### src/rtl/vme_window_pkg.sv
// Constants and types for the VMEbus slave window decode block
package vme_window_pkg;

	// ----------------------------------------
	// Register offsets
	// ----------------------------------------
	localparam logic [11:0] OFS_MODIFIER_FAULT_LOG = 12'hf88;
	localparam logic [11:0] OFS_ADDRESS_FAULT_LOG = 12'hf8c;
	localparam logic [11:0] OFS_WINDOW4_CONTROL = 12'hf90;
	localparam logic [11:0] OFS_WINDOW4_BASE = 12'hf94;
	localparam logic [11:0] OFS_WINDOW4_BOUND = 12'hf98;
	localparam logic [11:0] OFS_WINDOW4_OFFSET = 12'hf9c;
	localparam logic [11:0] OFS_WINDOW5_CONTROL = 12'hfa4;

	// ----------------------------------------
	// Field positions
	// ----------------------------------------
	localparam int CTL_ACTIVE = 31;
	localparam int CTL_POSTED = 30;
	localparam int CTL_PREFETCH = 29;
	localparam int CTL_PD_LSB = 22;
	localparam int CTL_PRIV_LSB = 20;
	localparam int CTL_SPACE_LSB = 16;
	localparam int CTL_WIDE = 7;
	localparam int CTL_LOCK = 6;
	localparam int CTL_PCI_LSB = 0;
	localparam int LOG_AM_LSB = 26;
	localparam int LOG_IACK = 25;
	localparam int LOG_MULTI = 24;
	localparam int LOG_VALID = 23;
	localparam int W4_GRAIN = 12;
	localparam int W5_GRAIN = 16;

	// ----------------------------------------
	// Encodings
	// ----------------------------------------
	localparam logic [2:0] SPACE_A16 = 3'h0;
	localparam logic [2:0] SPACE_A24 = 3'h1;
	localparam logic [2:0] SPACE_A32 = 3'h2;
	localparam logic [2:0] SPACE_CUSTOM_ONE = 3'h6;
	localparam logic [2:0] SPACE_CUSTOM_TWO = 3'h7;
	localparam logic [2:0] AM_GRP_A16 = 3'h5;
	localparam logic [2:0] AM_GRP_A24 = 3'h7;
	localparam logic [2:0] AM_GRP_A32 = 3'h1;
	localparam logic [2:0] AM_GRP_CUSTOM_ONE = 3'h2;
	localparam logic [2:0] AM_GRP_CUSTOM_TWO = 3'h3;
	localparam logic [1:0] PCI_MEM = 2'h0;
	localparam logic [1:0] PCI_IO = 2'h1;
	localparam logic [1:0] PCI_CFG = 2'h2;

	// ----------------------------------------
	// Reset values
	// ----------------------------------------
	localparam logic [1:0] RST_PD = 2'h3;
	localparam logic [1:0] RST_PRIV = 2'h3;

	typedef struct packed {
		logic active;
		logic posted;
		logic prefetch;
		logic [1:0] pd_sel;
		logic [1:0] priv;
		logic [2:0] space;
		logic wide;
		logic lock;
		logic [1:0] pci_space;
	} window_ctl_t;

	localparam window_ctl_t RST_CTL = '{1'b0, 1'b0, 1'b0, RST_PD, RST_PRIV, SPACE_A16,
		1'b0, 1'b0, PCI_MEM};

	typedef struct packed {
		logic hit4;
		logic hit5;
		logic [31:0] pci_addr;
		logic [1:0] pci_space;
		logic post;
		logic prefetch;
		logic wide;
		logic lock;
	} dec_result_t;

endpackage : vme_window_pkg

### src/rtl/vme_slave_window_decode.sv
// VMEbus slave window decode, translation and posted-write fault log
`timescale 1ns/1ps
// Overview of operation
// - Posted write bus error captures its VMEbus address bits 31:1 into the fault log.
// - Fault address is meaningful only while the log valid flag is set.
// - Valid flag freezes logging; writing 1 clears it, writing 0 does nothing.
// - Multiple fault flag sets on any further error while logs are frozen.
// - No window answers unless the PCI master allow bit is set.
// - Only PCI memory space cycles are posted; I/O and configuration never.
// - Window decodes addresses at or above base and below bound.
// - Bound of zero removes the upper limit.
// - Destination address is source address plus the window offset.
// - Window 4 uses address bits 31:12 for base, bound and offset.
// - Space select: 001 A24, 010 A32, 110/111 custom; 000 A16 on window 4 only.
// - Program/data select: 01 data, 10 program, 11 both; resets to 11.
// - Privilege select: 01 non-privileged, 10 supervisor, 11 both; resets to 11.
// - Window active bit enables decode and resets to 0.
// - Posted-write allow bit lets writes be posted into the receive queue.
// - Prefetch allow bit permits read prefetch on the PCI side.
// - Wide PCI allow bit permits 64-bit PCI transactions.
// - Lock-on-RMW bit locks the PCI bus during VMEbus read-modify-write.
// - PCI space select: 00 memory, 01 I/O, 10 configuration, 11 reserved.
module vme_slave_window_decode #(
	parameter int REG_ADDR_W = 12
) (
	input wire logic i_mclk,
	input wire logic i_rst_n,
	input wire logic i_vme_sysrst_n,
	input wire logic [REG_ADDR_W-1:0] i_reg_addr,
	input wire logic i_reg_wr,
	input wire logic i_reg_rd,
	input wire logic [31:0] i_reg_wdata,
	output logic [31:0] o_reg_rdata,
	output logic o_reg_rvalid,
	input wire logic i_pci_master_allow,
	input wire logic i_pw_berr,
	input wire logic [31:0] i_pw_berr_addr,
	input wire logic [5:0] i_pw_berr_am,
	input wire logic i_pw_berr_iack,
	input wire logic [15:0] i_w5_base,
	input wire logic [15:0] i_w5_bound,
	input wire logic [15:0] i_w5_offset,
	input wire logic i_vme_req,
	input wire logic [31:0] i_vme_addr,
	input wire logic [5:0] i_vme_am,
	input wire logic i_vme_write,
	input wire logic i_vme_rmw,
	output logic o_dec_valid,
	output vme_window_pkg::dec_result_t o_dec
);

	// ----------------------------------------
	// Parameter check
	// ----------------------------------------
	if (REG_ADDR_W != 12) begin : g_addr_w_check
		$error("REG_ADDR_W must be 12");
	end

	// ----------------------------------------
	// Reset and state
	// ----------------------------------------
	logic rst;
	assign rst = !i_rst_n || !i_vme_sysrst_n;

	vme_window_pkg::window_ctl_t ctl4;
	vme_window_pkg::window_ctl_t ctl5;
	logic [19:0] base4;
	logic [19:0] bound4;
	logic [19:0] offset4;
	logic [30:0] fault_addr;
	logic [5:0] fault_am;
	logic fault_iack;
	logic fault_multi;
	logic fault_valid;

	logic wr_ctl4;
	logic wr_ctl5;
	logic wr_log;
	assign wr_ctl4 = i_reg_wr && i_reg_addr == vme_window_pkg::OFS_WINDOW4_CONTROL;
	assign wr_ctl5 = i_reg_wr && i_reg_addr == vme_window_pkg::OFS_WINDOW5_CONTROL;
	assign wr_log = i_reg_wr && i_reg_addr == vme_window_pkg::OFS_MODIFIER_FAULT_LOG;

	// ----------------------------------------
	// Functions
	// ----------------------------------------
	function automatic vme_window_pkg::window_ctl_t ctl_from(input logic [31:0] d);
		vme_window_pkg::window_ctl_t c;
		c.active = d[vme_window_pkg::CTL_ACTIVE];
		c.posted = d[vme_window_pkg::CTL_POSTED];
		c.prefetch = d[vme_window_pkg::CTL_PREFETCH];
		c.pd_sel = d[vme_window_pkg::CTL_PD_LSB +: 2];
		c.priv = d[vme_window_pkg::CTL_PRIV_LSB +: 2];
		c.space = d[vme_window_pkg::CTL_SPACE_LSB +: 3];
		c.wide = d[vme_window_pkg::CTL_WIDE];
		c.lock = d[vme_window_pkg::CTL_LOCK];
		c.pci_space = d[vme_window_pkg::CTL_PCI_LSB +: 2];
		return c;
	endfunction : ctl_from

	function automatic logic [31:0] ctl_to(input vme_window_pkg::window_ctl_t c);
		logic [31:0] d;
		d = 32'h0;
		d[vme_window_pkg::CTL_ACTIVE] = c.active;
		d[vme_window_pkg::CTL_POSTED] = c.posted;
		d[vme_window_pkg::CTL_PREFETCH] = c.prefetch;
		d[vme_window_pkg::CTL_PD_LSB +: 2] = c.pd_sel;
		d[vme_window_pkg::CTL_PRIV_LSB +: 2] = c.priv;
		d[vme_window_pkg::CTL_SPACE_LSB +: 3] = c.space;
		d[vme_window_pkg::CTL_WIDE] = c.wide;
		d[vme_window_pkg::CTL_LOCK] = c.lock;
		d[vme_window_pkg::CTL_PCI_LSB +: 2] = c.pci_space;
		return d;
	endfunction : ctl_to

	// Modifier code and space acceptance
	function automatic logic am_match(input vme_window_pkg::window_ctl_t c,
			input logic [5:0] am, input logic allow_a16);
		logic sp_ok;
		logic std;
		logic pd_ok;
		logic pr_ok;
		std = 1'b1;
		case (c.space)
			vme_window_pkg::SPACE_A16: sp_ok = allow_a16 && am[5:3] == vme_window_pkg::AM_GRP_A16;
			vme_window_pkg::SPACE_A24: sp_ok = am[5:3] == vme_window_pkg::AM_GRP_A24;
			vme_window_pkg::SPACE_A32: sp_ok = am[5:3] == vme_window_pkg::AM_GRP_A32;
			vme_window_pkg::SPACE_CUSTOM_ONE: begin
				sp_ok = am[5:3] == vme_window_pkg::AM_GRP_CUSTOM_ONE;
				std = 1'b0;
			end
			vme_window_pkg::SPACE_CUSTOM_TWO: begin
				sp_ok = am[5:3] == vme_window_pkg::AM_GRP_CUSTOM_TWO;
				std = 1'b0;
			end
			default: sp_ok = 1'b0;
		endcase
		pd_ok = (am[1:0] == 2'h1 && c.pd_sel[0]) || (am[1:0] == 2'h2 && c.pd_sel[1]);
		pr_ok = am[2] ? c.priv[1] : c.priv[0];
		return sp_ok && (!std || (pd_ok && pr_ok));
	endfunction : am_match

	// Address as seen in the selected space
	function automatic logic [31:0] space_addr(input logic [2:0] space, input logic [31:0] a);
		logic [31:0] r;
		r = a;
		if (space == vme_window_pkg::SPACE_A16) begin
			r = {16'h0, a[15:0]};
		end else if (space == vme_window_pkg::SPACE_A24) begin
			r = {8'h0, a[23:0]};
		end
		return r;
	endfunction : space_addr

	// ----------------------------------------
	// Window control registers
	// ----------------------------------------
	always_ff @(posedge i_mclk) begin
		if (rst) begin
			ctl4 <= vme_window_pkg::RST_CTL;
			ctl5 <= vme_window_pkg::RST_CTL;
		end else begin
			if (wr_ctl4) begin
				ctl4 <= ctl_from(i_reg_wdata);
			end
			if (wr_ctl5) begin
				ctl5 <= ctl_from(i_reg_wdata);
			end
		end
	end

	always_ff @(posedge i_mclk) begin
		if (rst) begin
			base4 <= 20'h0;
			bound4 <= 20'h0;
			offset4 <= 20'h0;
		end else if (i_reg_wr) begin
			if (i_reg_addr == vme_window_pkg::OFS_WINDOW4_BASE) begin
				base4 <= i_reg_wdata[31:vme_window_pkg::W4_GRAIN];
			end
			if (i_reg_addr == vme_window_pkg::OFS_WINDOW4_BOUND) begin
				bound4 <= i_reg_wdata[31:vme_window_pkg::W4_GRAIN];
			end
			if (i_reg_addr == vme_window_pkg::OFS_WINDOW4_OFFSET) begin
				offset4 <= i_reg_wdata[31:vme_window_pkg::W4_GRAIN];
			end
		end
	end

	// ----------------------------------------
	// Posted write fault log
	// ----------------------------------------
	// A new error beats a clear arriving in the same cycle
	always_ff @(posedge i_mclk) begin
		if (rst) begin
			fault_addr <= 31'h0;
			fault_am <= 6'h0;
			fault_iack <= 1'b0;
			fault_valid <= 1'b0;
			fault_multi <= 1'b0;
		end else begin
			if (i_pw_berr && fault_valid && !(wr_log && i_reg_wdata[vme_window_pkg::LOG_VALID])) begin
				fault_multi <= 1'b1;
			end else if (i_pw_berr) begin
				fault_addr <= i_pw_berr_addr[31:1];
				fault_am <= i_pw_berr_am;
				fault_iack <= i_pw_berr_iack;
				fault_valid <= 1'b1;
				fault_multi <= 1'b0;
			end else if (wr_log && i_reg_wdata[vme_window_pkg::LOG_VALID]) begin
				fault_valid <= 1'b0;
				fault_multi <= 1'b0;
			end
		end
	end

	// ----------------------------------------
	// Register read port
	// ----------------------------------------
	logic [31:0] next_rdata;
	always_comb begin
		next_rdata = 32'h0;
		unique case (i_reg_addr)
			vme_window_pkg::OFS_MODIFIER_FAULT_LOG: begin
				next_rdata[vme_window_pkg::LOG_AM_LSB +: 6] = fault_am;
				next_rdata[vme_window_pkg::LOG_IACK] = fault_iack;
				next_rdata[vme_window_pkg::LOG_MULTI] = fault_multi;
				next_rdata[vme_window_pkg::LOG_VALID] = fault_valid;
			end
			vme_window_pkg::OFS_ADDRESS_FAULT_LOG: next_rdata = {fault_addr, 1'b0};
			vme_window_pkg::OFS_WINDOW4_CONTROL: next_rdata = ctl_to(ctl4);
			vme_window_pkg::OFS_WINDOW4_BASE: next_rdata = {base4, 12'h0};
			vme_window_pkg::OFS_WINDOW4_BOUND: next_rdata = {bound4, 12'h0};
			vme_window_pkg::OFS_WINDOW4_OFFSET: next_rdata = {offset4, 12'h0};
			vme_window_pkg::OFS_WINDOW5_CONTROL: next_rdata = ctl_to(ctl5);
			default: next_rdata = 32'h0;
		endcase
	end

	always_ff @(posedge i_mclk) begin
		if (rst) begin
			o_reg_rdata <= 32'h0;
			o_reg_rvalid <= 1'b0;
		end else begin
			o_reg_rvalid <= i_reg_rd;
			o_reg_rdata <= i_reg_rd ? next_rdata : 32'h0;
		end
	end

	// ----------------------------------------
	// Window decode
	// ----------------------------------------
	logic [31:0] a4;
	logic [31:0] a5;
	logic in4;
	logic in5;
	logic hit4;
	logic hit5;
	vme_window_pkg::window_ctl_t sel;
	vme_window_pkg::dec_result_t next_dec;

	assign a4 = space_addr(ctl4.space, i_vme_addr);
	assign a5 = space_addr(ctl5.space, i_vme_addr);
	assign in4 = a4 >= {base4, 12'h0} && (bound4 == 20'h0 || a4 < {bound4, 12'h0});
	assign in5 = a5 >= {i_w5_base, 16'h0} &&
		(i_w5_bound == 16'h0 || a5 < {i_w5_bound, 16'h0});
	assign hit4 = i_pci_master_allow && ctl4.active && in4 && am_match(ctl4, i_vme_am, 1'b1);
	assign hit5 = i_pci_master_allow && ctl5.active && in5 && am_match(ctl5, i_vme_am, 1'b0);
	assign sel = hit4 ? ctl4 : ctl5;

	always_comb begin
		next_dec = '0;
		next_dec.hit4 = hit4;
		next_dec.hit5 = hit5 && !hit4;
		if (hit4) begin
			next_dec.pci_addr = {a4[31:12] + offset4, a4[11:0]};
		end else if (hit5) begin
			next_dec.pci_addr = {a5[31:16] + i_w5_offset, a5[15:0]};
		end
		if (hit4 || hit5) begin
			next_dec.pci_space = sel.pci_space;
			next_dec.post = i_vme_write && sel.posted &&
				sel.pci_space == vme_window_pkg::PCI_MEM;
			next_dec.prefetch = !i_vme_write && sel.prefetch;
			next_dec.wide = sel.wide;
			next_dec.lock = i_vme_rmw && sel.lock;
		end
	end

	always_ff @(posedge i_mclk) begin
		if (rst) begin
			o_dec_valid <= 1'b0;
			o_dec <= '0;
		end else begin
			o_dec_valid <= i_vme_req;
			o_dec <= i_vme_req ? next_dec : '0;
		end
	end

endmodule : vme_slave_window_decode

### config.mk
export PLATFORM = sky130hd
export DESIGN_NAME = vme_slave_window_decode
export DESIGN_NICKNAME = d
export VERILOG_FILES = /design/src/rtl/vme_window_pkg.sv /design/src/rtl/vme_slave_window_decode.sv
export SDC_FILE = /design/constraint.sdc
export NUM_CORES = 1
export LEC_CHECK = 0
export BUFFER_PORTS_ARGS = -buffer_cell sky130_fd_sc_hd__buf_4
export CAP_MARGIN = 20
export CORE_ASPECT_RATIO = 1.5
export CORE_MARGIN = 1.5
export CORE_UTILIZATION = 46
export CTS_BUF_LIST = sky130_fd_sc_hd__clkbuf_8
export DETAILED_ROUTE_END_ITERATION = 7
export PLACE_DENSITY = 0.69
export SLEW_MARGIN = 15
export SYNTH_ARGS = -nofsm -noshare
export SYNTH_HDL_FRONTEND = slang
export SYNTH_SLANG_ARGS = --single-unit
### constraint.sdc
create_clock -name i_mclk -period 5 [get_ports i_mclk]
set_input_delay 0.75 -clock i_mclk [delete_from_list [all_inputs] [get_ports i_mclk]]
set_output_delay 0.75 -clock i_mclk [all_outputs]
set_load 0.03 [all_outputs]
==> metrics <==
run status finished, final reports clean; post-synthesis mux area share 2.749%; DP Cell Count 1964; CTS tree yes; Max Cap Viol 0; most frequently used flop master after synthesis dfxtp_1; Remaining DRCs 0; Finished Layout Cells 2018; Hold Crit Class in2reg; Slew Limit Fails 0; Rel. slew slack 31.38%; reg2reg start ctl5[4]$_SDFFE_PP0P_; Setup WS pre-CTS 0.6671 ns; Synth Area in Simple Gates 21.01%; pwr dens 232.7 mW/mm²; Worst Hold Depth 2; fmax 232.0 MHz; number of vias per cell 5.466; Iter 0 DRT Violations 609; terminus of the critical flop-to-flop path o_dec[35]$_SDFF_PP0_; Ports 253; CP Class reg2reg; Switching Power 0.8162 mW; Yosys reg bits 202; Slowest-stage cell, CP nor3_1; largest net degree at the start of global routing 69; vias in the first global route 10.76k; main combinational cell family by area after synthesis simple AND/OR/NAND/NOR gates; Sink Count 202; Syn Nets 1731; Clk pin slew, worst setup/hold paths 0.06 ns; synth unique cells 81; cell taking the most area after synthesis dfxtp_1; Post-CTS Setup Inserts 0; die area 0.02591 mm²; gr usage total 26.45%; synthesized area per cell 7.866 µm²; hold_buf cts 0; Mapped Area 0.01147 mm²; final worst setup slack 0.6906 ns; Hold Path End o_dec[2]$_SDFF_PP0_; H-tree depth 2; Final Hold Viols 0; CP max stage delay 0.87 ns; combinational fraction of design power 8.4%; synthesized instance count 1458; post-DP HPWL 26570 µm; Die X 131.9 µm; Post-Synth XOR/XNOR Area 3.349%; Final Cycle Share 86.19%; vias post-DR 11.03k; compound-cell area share of the yosys netlist 19.63%; CTS max path bufs 3; RSZ-0062 raised after global routing false; Reg power frac 49.5%; area delta synth->final 23.11%; reg-to-reg slack, setup 0.69 ns; Worst EP required 5.39 ns; Switching Fraction 24.84%; worst skew pair latency 0.55 ns; ranking of synthesized cells by area dfxtp_1, nand2_1, ha_1; wire length per cell 17.23 µm; startpoint types flip-flop; CTS buffer count 34; post-CTS sizing 0; fin crit period 4.309 ns; Post-Synth Adder-Cell Area 11.28%; die height 196.4 µm; Worst IR Drop VDD 0.0002140 V; Post-synth ARST share 0%; Placement Rows 70; CTS root buffer clkbuf_8; diodes inserted 0; clock skew 0.01840 ns; endpoint class of the critical path flip-flop; worst r2r path cells 14; leakage 6.089 nW; post-synthesis sequential area ratio 35.26%; EDFF count, synth 0; input/output buffers 243; global-route wire length before repair 55210 µm; gr ovfl total 0; nets@finish 1950; clock network power share 42.1%; worst slew pin tran 1.021 ns; TritonRoute pass-1 iters 5; Core ar. 0.02444 mm²; fraction of final layout cells sized beyond drive strength 1 20.13%; hold path start i_vme_write; cell breakdown of the critical path nor3_1, nor2b_1, ha_1, nor2b_1, o21a_1, o21a_1, o21a_1, o2111ai_1, a21o_1, a21oi_1, o311a_1, buf_4, nand3b_1, o22ai_1; P_int 2.469 mW; starting density of the core 46.93%; Synth warnings 0; routability congestion estimate 0.8763; Detailed Route WL 34770 µm; top-area cell type share of the netlist area 35.26%; Most Frequent Cell on Critical Path o21a_1; Worst EP arrival 4.70 ns; initial antenna violation count 0; worst hold margin 0.3806 ns; Final ANT Viol Nets 0; Setup TNS 0 ns; setup violators final 0; Crit Path Max Fanout 14
[flip-flops by register name, indices dropped and copies added (netlist names)]
signal,cells
fault_valid,1
base4,20
fault_addr,31
o_dec_valid,1
fault_multi,1
o_reg_rdata,32
bound4,20
o_dec,40
offset4,20
ctl5,14
fault_am,6
fault_iack,1
ctl4,14
o_reg_rvalid,1
[logic make-up after synthesis]
| logic type | count (synthesis) |
|---|---|
| muxes | 30 |
| DFF | 202 |
| AOI/OAI and AO/OA | 362 |
| and+or+nand+nor | 528 |
| xor gates and xnor gates | 43 |
| adders and majority gates | 104 |
| buffers and inverters | 189 |
[how the worst max path moves through the flow]
stage / from / end / slack [ns] / cells past startpoint
floorplan: i_vme_addr[17] / o_dec[10]$_SDFF_PP0_ / 1.46 / 15
detailed placement: ctl5[4]$_SDFFE_PP0P_ / o_dec[36]$_SDFF_PP0_ / 0.67 / 14
finish: ctl5[4]$_SDFFE_PP0P_ / o_dec[35]$_SDFF_PP0_ / 0.69 / 14
global route: ctl5[4]$_SDFFE_PP0P_ / o_dec[21]$_SDFF_PP0_ / 0.40 / 14
global placement: ctl5[4]$_SDFFE_PP0P_ / o_dec[36]$_SDFF_PP0_ / 0.72 / 14
CTS: ctl5[4]$_SDFFE_PP0P_ / o_dec[36]$_SDFF_PP0_ / 0.64 / 14
[through the flow]
stage	utilization (%)	power, mW	instance area, µm²
6_report	57.78	3.286	14120
5_1_grt	57.78	3.411	14120
4_1_cts	57.75	3.312	14110
3_5_place_dp	55.23	1.935	13500
3_3_place_gp	55.23	1.931	13500
2_1_floorplan	-	1.776	11470
[worst max-delay path, delay by kind of cell, from the launching register on]
| family | cells | cell delay, ns |
|---|---|---|
| adder cells (fa/ha/maj) | 1 | 0.36 |
| AO/OA/AOI/OAI | 8 | 1.43 |
| buffers and inverters | 1 | 0.17 |
| AND/OR/NAND/NOR | 4 | 1.75 |
| flip-flops | 1 | 0.43 |
[layout by cell type, fill, tap and decap left out, drive strengths merged, types with 7 or more instances in the layout]
cell	synthesis	final
a21o	21	21
nor3b	7	7
mux2	12	12
o211ai	8	8
nor4	14	14
nand3	31	31
dfxtp	202	202
nor2b	32	32
nand4	10	10
nor3	14	14
a21oi	185	185
clkbuf	58	39
xnor2	24	24
maj3	10	10
and3	17	17
a222oi	7	7
nor2	42	42
nand3b	7	7
xor2	19	19
nand2	322	322
ha	92	92
a22oi	25	25
inv	111	122
buf	20	261
a31oi	13	13
mux2i	18	18
o21ai	38	38
and2	12	12
o22ai	12	12
o21a	8	8
[per-layer routing]
| metal | vias to the layer above | routed length, µm | global-route usage [%] |
|---|---|---|---|
| met4 | 0 | 1030 | 9.959 |
| li1 | 5470 | - | - |
| met1 | 5105 | 13760 | 30.76 |
| met2 | 395 | 17530 | 47.72 |
| met5 | - | 0 | 0 |
| met3 | 60 | 2452 | 5.221 |
[final cells by class]
type	count	area [µm²]
Clock inverter	14	77.57
Sequential cell	202	4044
Inverter	111	416.7
Multi-Input combinational cell	1067	6679
Timing Repair Buffer	261	1959
Tap cell	324	405.4
Fill cell	2293	10320
Clock buffer	39	536.8
[Yosys cell counts, drive strengths merged, types with 12 or more instances]
master	instances
o22ai	12
xnor2	24
and3	17
buf	20
a31oi	13
a21o	21
a22oi	25
and2	12
nor4	14
nor2	42
clkbuf	58
nand2	322
dfxtp	202
inv	111
o21ai	38
nor2b	32
xor2	19
ha	92
mux2	12
nand3	31
mux2i	18
nor3	14
a21oi	185
[power groups by stage]
stage	Sequential [mW]	Combinational (mW)	Clock (mW)
2_1_floorplan	1.66	0.115	0
3_3_place_gp	1.66	0.270	0
3_5_place_dp	1.66	0.273	0
4_1_cts	1.63	0.274	1.41
5_1_grt	1.63	0.302	1.48
6_report	1.63	0.275	1.38
Power figures use the tool's default switching activity.
